===== config.mk =====
export PLATFORM = sky130hd
export DESIGN_NAME = stack_bound_check
export DESIGN_NICKNAME = d
export VERILOG_FILES = /design/src/hdl/stack_pkg.sv /design/src/hdl/stack_bound_check.sv
export VERILOG_INCLUDE_DIRS = /design/src /design/src/hdl
export SDC_FILE = /design/constraint.sdc
export NUM_CORES = 1
export LEC_CHECK = 0
export BUFFER_PORTS_ARGS = -buffer_cell sky130_fd_sc_hd__buf_4
export CAP_MARGIN = 20
export CELL_PAD_IN_SITES_DETAIL_PLACEMENT = 0
export CELL_PAD_IN_SITES_GLOBAL_PLACEMENT = 1
export CORE_MARGIN = 4
export CORE_UTILIZATION = 29
export DETAILED_ROUTE_END_ITERATION = 6
export GPL_TIMING_DRIVEN = 0
export PLACE_DENSITY_LB_ADDON = 0.12
export SYNTH_ARGS = -nofsm -noshare
export SYNTH_HDL_FRONTEND = slang
export SYNTH_SLANG_ARGS = --single-unit
export TNS_END_PERCENT = 30

===== constraint.sdc =====
create_clock -name vclk -period 3.8
set_input_delay 0.38 -clock vclk [all_inputs]
set_output_delay 0.38 -clock vclk [all_outputs]
set_load 0.05 [all_outputs]

===== src/hdl/stack_params.svh =====
/*
  Constants for the stack pointer limit checker: widths, floor address, pointer reset value.
  Assumes inclusion by bare name from the design files.
*/
`ifndef STACK_PARAMS_SVH
`define STACK_PARAMS_SVH
`define STK_WIDTH 16
`define STK_FLOOR 16'h0800
`define STK_WORD_STEP 16'h0002
`define STK_SP_RESET 16'h0800
`define STK_PC_MSB_LO 16
`define STK_PC_MSB_HI 23
`endif


===== src/hdl/stack_pkg.sv =====
/*
  Types shared by the stack pointer limit checker.
  Assumes stack_params.svh is on the include path.
*/
`include "stack_params.svh"
package stack_pkg;
  typedef logic [`STK_WIDTH-1:0] word_t;
  typedef enum logic [1:0] {op_none, op_push, op_pop, op_access} stack_op_t;
endpackage : stack_pkg


===== src/hdl/stack_bound_check.sv =====
/*
  Combinational comparison of a stack address against the limit and the fixed floor.
  Assumes the limit is already word aligned.
*/
`include "stack_params.svh"
module stack_bound_check
(
  input wire stack_pkg::word_t addr, // Address under test
  input wire stack_pkg::word_t limit, // Upper boundary
  output logic over_limit, // Address above limit
  output logic under_floor // Address below floor
);
  import stack_pkg::*;

  // Both comparisons are unsigned
  assign over_limit = addr > limit;
  assign under_floor = addr < `STK_FLOOR;
endmodule // stack_bound_check


Word-level counts from Yosys, hierarchy flattened
Index checks and enable logic that the tools add are counted.

$lt $le $gt $ge: 2.

Operator list (number): greater-than comparator 16 bit (1); less-than comparator 16 x 12 -> 1 bit, second input constant (1).

Flip-flop bits (word level): 0. Bits of input ports: 32. Output and inout bits: 2. Word-level logic and storage cells: 2.

Logic depth before layout (Yosys ltp)
Gate-level depths: netlist of run 1.

Word-level depth: 1. Gate-level depth with buffers: 6. Mapped depth without buffers: 6.

Worst setup path after synthesis of run 1
Ideal clock, no wire load.

Path kind: input-to-output. Start: input port limit[14]. End: output port over_limit. Setup slack: 1.645 ns. Data arrival time: 1.775 ns. Cell stages on the path: 6. Required time: 3.420 ns. Buffers on the path: 0. Cell sequence: inv_1 > ha_1 > nand4_1 > nor4_2 > a21boi_2 > o31a_1.

Word-level cells in the longest chain between the ends: 1.

RTL lines: start, declared (line stack_bound_check.sv:9) `input wire stack_pkg::word_t limit,`; greater-than comparator 16 bit (line stack_bound_check.sv:16) `assign over_limit = addr > limit;`; end, declared (line stack_bound_check.sv:10) `output logic over_limit,`.

No other way between the ends.

Worst setup path after layout of run 1
Start: input port addr[14]. End: output port over_limit.

Word-level cells in the longest chain between the ends: 1.

RTL lines: start, declared (line stack_bound_check.sv:8) `input wire stack_pkg::word_t addr,`; greater-than comparator 16 bit (line stack_bound_check.sv:16).

No other way between the ends.

==> results of run 1 <==
==> cell families (layout without fill, tap and decap cells) <==
logic type,after synthesis,after routing,synth area share [%]
buffers and inverters,16,50,14.4
AND/OR/NAND/NOR,14,14,19.2
AO/OA/AOI/OAI,12,12,18.6
adder cells (fa/ha/maj),16,16,47.9
==> layer usage <==
layer	vias up	part of all wire, %	global-route usage, %
li1	271	-	-
met1	196	43	10.8
met2	18	47	17.9
met3	0	10	0
met4	0	0	0
met5	-	0	0
==> path summary, 6_finish.rpt <==
check / from / to / slack (ps)
setup / recovery: addr[14] / over_limit / 1570
hold / removal: addr[13] / under_floor / 1060
==> report_power, final <==
group          internal (mW)  total [mW]  switching, mW
logic                 0.0391      0.0686         0.0295
clock network              0           0              0
registers                  0           0              0
total                 0.0391      0.0686         0.0295
==> cells in the mapped netlist <==
cell type	instances	share of area, %
and2_1	1	1.5
nand3_1	2	2.4
nor2b_1	1	1.5
a21boi_2	1	2.7
or4_1	1	1.8
nor2_1	2	1.8
nand2_1	3	2.7
inv_1	16	14
nor4_2	1	3.0
o31a_1	1	2.1
a21oi_1	6	7.2
a21o_1	1	1.8
ha_1	16	48
o21ai_0	2	2.4
nand4_1	3	4.5
a221o_1	1	2.4
==> layout make-up <==
type                       instances  area (sq um)
multi-input combinational         42           358
tap                               15          18.8
inverter                          16          60.1
timing repair buffer              34           255
fill                             134           642
==> metrics by stage <==
stage / utilization [%] / area [sq um] / power [mW] / setup slack, ps
4_1_cts: 51.9 / 692 / 0.0699 / 1560
5_1_grt: 51.9 / 692 / 0.0777 / 1460
2_1_floorplan: - / 418 / 0.0351 / 1650
3_5_place_dp: 51.9 / 692 / 0.0694 / 1560
6_report: 51.9 / 692 / 0.0686 / 1570
3_3_place_gp: 51.9 / 692 / 0.0684 / 1560
==> results.md, run 1 <==
- Outcome: finished, final reports clean
- Initial antenna violation count: 0
- Post-route ant nets: 0
- RD Place Congestion: approximately 0.67
- Clock Buffer Count: 0
- Total die area: roughly 0.0021 sq mm
- Proportion of layout cells with a drive suffix above 1: 39.1%
- Seq/Total Area, Yosys: 0%
- Site Rows: 13
- Finished Layout Cells: 107
- Cell Area, Synth: 418 sq um
- Final slew viol count: 0
- Area growth syn-to-layout: 65.6%
- Power Dens Cells: a little under 100 mW/mm^2
- CP max FO: 3
- Hold_ws: 1060 ps
- Critical-path top delay cell: a221o_1
- Final #Nets: between 100 and 150
- DR pass1 iterations: 1
- Hpwl dp: 906 microns
- ANT cells: 0
- Normalized max-slew margin: 84.4%
- Post-CTS setup buffers: 0
- Ys Warns: 0
- Vias in the first global route: between 400 and 500
- Fin crit share: approximately three fifths
- Chip Height: about 46 microns
- WP data arrival: roughly 1900 ps
- CTS Hold Bufs: 0
- Largest net degree at the start of global routing: 4
- RSZ-0062 raised after global routing: no
- CP cell instances: buf_4, ha_1, a21oi_1, nand2_1, a221o_1, o31a_1, buf_4
- Crit. End Element: primary output
- Pleak: around 0.42 nW
- Syn Inst Count: 58
- # IOs: 34
- Max stage delay on crit path: between 300 and 400 ps
- Critical Path Source Type: input port
- Vias: 485
- Gr ovfl total: 0
- Avg Cell Area, Syn: between 7 and 8 sq um
- Seq. cell area: 0 sq um
- Slew @ Worst Pin: 232 ps
- Placed insts: between 100 and 150
- Top delay family on crit path: compound AO/OA/AOI/OAI gates
- Worst hold stages: 3
- Final setup fails: 0
- Fmax: about 450 MHz
- WL per Instance: ~8.8 microns
- MaxCap Viol Count: 0
- Most frequent cells in the layout: 34 x buf_4, 16 x inv_1, 16 x ha_1, 6 x a21oi_1
- Setup TNS: 0 ps
- Core Footprint: about 0.0013 sq mm
- WP depth: 7
- First-pass GRT wire length: ~1.5 mm
- Initial Util: 31.3%
- # port buffers: 34
- Clock period minus worst slack: roughly 2200 ps
- Most used cell along the critical path: buf_4
- Hold Crit Class: input port to primary output
- Critical Path RT: between 3000 and 4000 ps
- Worst IR Drop VDD: around 0.036 mV
- Iter 0 DRT Violations: 0
- Final WL: about 940 microns
- WP buf/inv: 2
- Vias per cell: between 4 and 5
- Syn_nets: ~110
- Overall Global Routing Usage: approximately 8.9%
- Seq_cells: 0
- Cell variety after synth: 16
- CP Class: input port to primary output
- DRC viols: 0
- # resized after CTS: 0
- Die W: about 46 microns
- Commonest non-fill, non-tap cell in the layout: buf_4
- Final hold vios: 0
Power figures use the tool's default switching activity.
==> inputs of run 2 (changes only) <==
ABC_AREA = 1   (was default)
CORE_UTILIZATION = 24   (was 29)
clock period = 2 ns   (was 3.8 ns; I/O delays follow)
==> run 2 against run 1 <==
Sequential share of layout area did not move. Final cell count rose by 24%. Clock-buffer cell count did not move. Die area rose by 24%. Setup slack got worse by 1100 ps. Wire length rose by 4.8%. Largest power group unchanged.
==> results.md, run 2 <==
- ANT cells: 0
- Dominant cells by area after synthesis: ha_1 45%, inv_1 15%, nand2_1 14%, a21oi_1 7.8%, nor2_1 3.4%
- Post-route ant nets: 0
- DRC viols: 0
- CP cell instances: buf_4, ha_1, nand2_1, nor2_2, nand2_1, clkinv_1, nand2_1, a21oi_1, buf_4
- DR pass1 iterations: 1
- WL per Instance: about 7.4 microns
- CP Class: input port to primary output
- # port buffers: 34
- CTS Hold Bufs: 0
- Avg Cell Area, Syn: 6.05 sq um
- Vias: 526
- Outcome: finished, final reports clean
- CP max FO: 2
- Ys Warns: 0
- Post-synth top area cell: ha_1
- Top cells by count, synth: 18 x inv_1, 17 x nand2_1, 16 x ha_1, 7 x a21oi_1, 4 x nor2_1
- Syn_nets: about 120
- M2 GR Usage: between 15 and 20%
- Power Dens Cells: ~190 mW/mm^2
- Cell variety after synth: 15
- Top-count cell post-synth: inv_1
- Share of the synthesized area in the top cell type: between 40% and 50%
- Met3 track utilization from global routing: 0.292%
- Hold Crit Class: input port to primary output
- Final hold vios: 0
- Worst IR Drop VDD: ~0.081 mV
- Clock power frac: 0%
- Pwr Total: 139 uW
- Normalized max-slew margin: about 90%
- Core Footprint: between 0.0015 and 0.002 sq mm
- Most used cell along the critical path: nand2_1
- Fin crit share: about 75%
- Switch share: ~45%
- Final setup fails: 0
- Final #Nets: 158
- RSZ-0062 raised after global routing: no
- MaxCap Viol Count: 0
- Seq/Total Area, Yosys: 0%
- WP data arrival: around 1300 ps
- Hpwl dp: around 970 microns
- Initial Util: about a quarter
- # IOs: 34
- Chip Height: between 50 and 60 microns
- Proportion of layout cells with a drive suffix above 1: between 30% and 40%
- Syn Inst Count: 74
- Fmax: 669 MHz
- Iter 0 DRT Violations: 0
- Clock Buffer Count: 0
- Post-CTS setup buffers: 0
- Most frequent cells in the layout: 34 x buf_4, 18 x inv_1, 17 x nand2_1, 16 x ha_1, 7 x a21oi_1
- First-pass GRT wire length: between 1.5 and 2 mm
- Overall Global Routing Usage: between 6 and 7%
- Site Rows: 15
- Internal power: around 77 uW
- Grt met1 use: 7.12%
- Critical-path top delay cell: ha_1
- Gr ovfl total: 0
- Max stage delay on crit path: 290 ps
- Slew @ Worst Pin: ~150 ps
- Initial antenna violation count: 0
- Seq_cells: 0
- Clock period minus worst slack: between 1000 and 1500 ps
- Cell Area, Synth: between 400 and 500 sq um
- Total die area: 0.00262 sq mm
- Commonest non-fill, non-tap cell in the layout: buf_4
- Seq. cell area: 0 sq um
- Gate power share: 100.0%
- Flop pwr share: 0%
- Vias in the first global route: 465
- Crit. End Element: primary output
- Final slew viol count: 0
- Pleak: between 0.4 and 0.5 nW
- Critical Path RT: roughly 1800 ps
- Most used routing layer: met2
- Critical Path Source Type: input port
- Vias per cell: a little under 4
- Largest net degree at the start of global routing: 4
- Setup TNS: 0 ps
- P_sw: 62.6 uW
- Final WL: just under 1 mm
- # resized after CTS: 0
- Area growth syn-to-layout: 64.0%
- Die W: around 51 microns
- RD Place Congestion: 0.661
run 2: cell types whose count changed in the layout (fill, tap and decap cells not counted), sizes merged, moves of 2 or more:
cell and delta:
inv +4, nand2 +15, nand4 -2, nor2 +4
run 2: metrics by stage:
step | worst slack, ps | util (%) | cells | instance area [sq um] | hold slack [ps]
after CTS | 481 | 42.1 | 133 | 734 | 701
after global routing | 396 | 42.1 | 133 | 734 | 717
final | 505 | 42.1 | 133 | 734 | 699
after detailed placement | 485 | 42.1 | 133 | 734 | 701
after global placement | 504 | 42.1 | 133 | 734 | 702
after floorplan | 217 | - | 74 | 448 | 578
run 2: critical path: cells and delay by family:
| kind | cells | cell delay, ps |
|---|---|---|
| fa+ha+maj | 1 | 290 |
| compound gates | 1 | 110 |
| simple gates | 4 | 320 |
| buf+inv | 3 | 380 |
run 2: cells by family (layout without fill, tap and decap cells):
family,Yosys count,count (layout),synth area share (%)
buffers and inverters,21,55,17.6
and+or+nand+nor,28,28,27.1
AOI/OAI and AO/OA,9,9,10.6
adders and majority gates,16,16,44.7
run 2: worst paths after layout:
kind                 start     endpoint  slack [ps]  cells past startpoint
setup / recovery  addr[15]   over_limit         500                      9
hold / removal    addr[12]  under_floor         700                      3
run 2: area by class of cell:
| class | instances | area, sq um |
|---|---|---|
| fill | 191 | 1010 |
| inverter | 21 | 78.8 |
| multi-input combinational | 53 | 369 |
| tap | 25 | 31.3 |
| timing repair buffer | 34 | 255 |
run 2: metal layers:
layer  up-vias  wire length (microns)
li1        301                      -
met5         -                      0
met2        16                    510
met3         0                     97
met1       209                    379
met4         0                      0
run 2: power groups by stage:
stage / sequential (mW) / combinational [mW] / clock, mW
after floorplan: 0 / 0.0759 / 0
after global placement: 0 / 0.140 / 0
after detailed placement: 0 / 0.142 / 0
after CTS: 0 / 0.143 / 0
after global routing: 0 / 0.162 / 0
final: 0 / 0.139 / 0
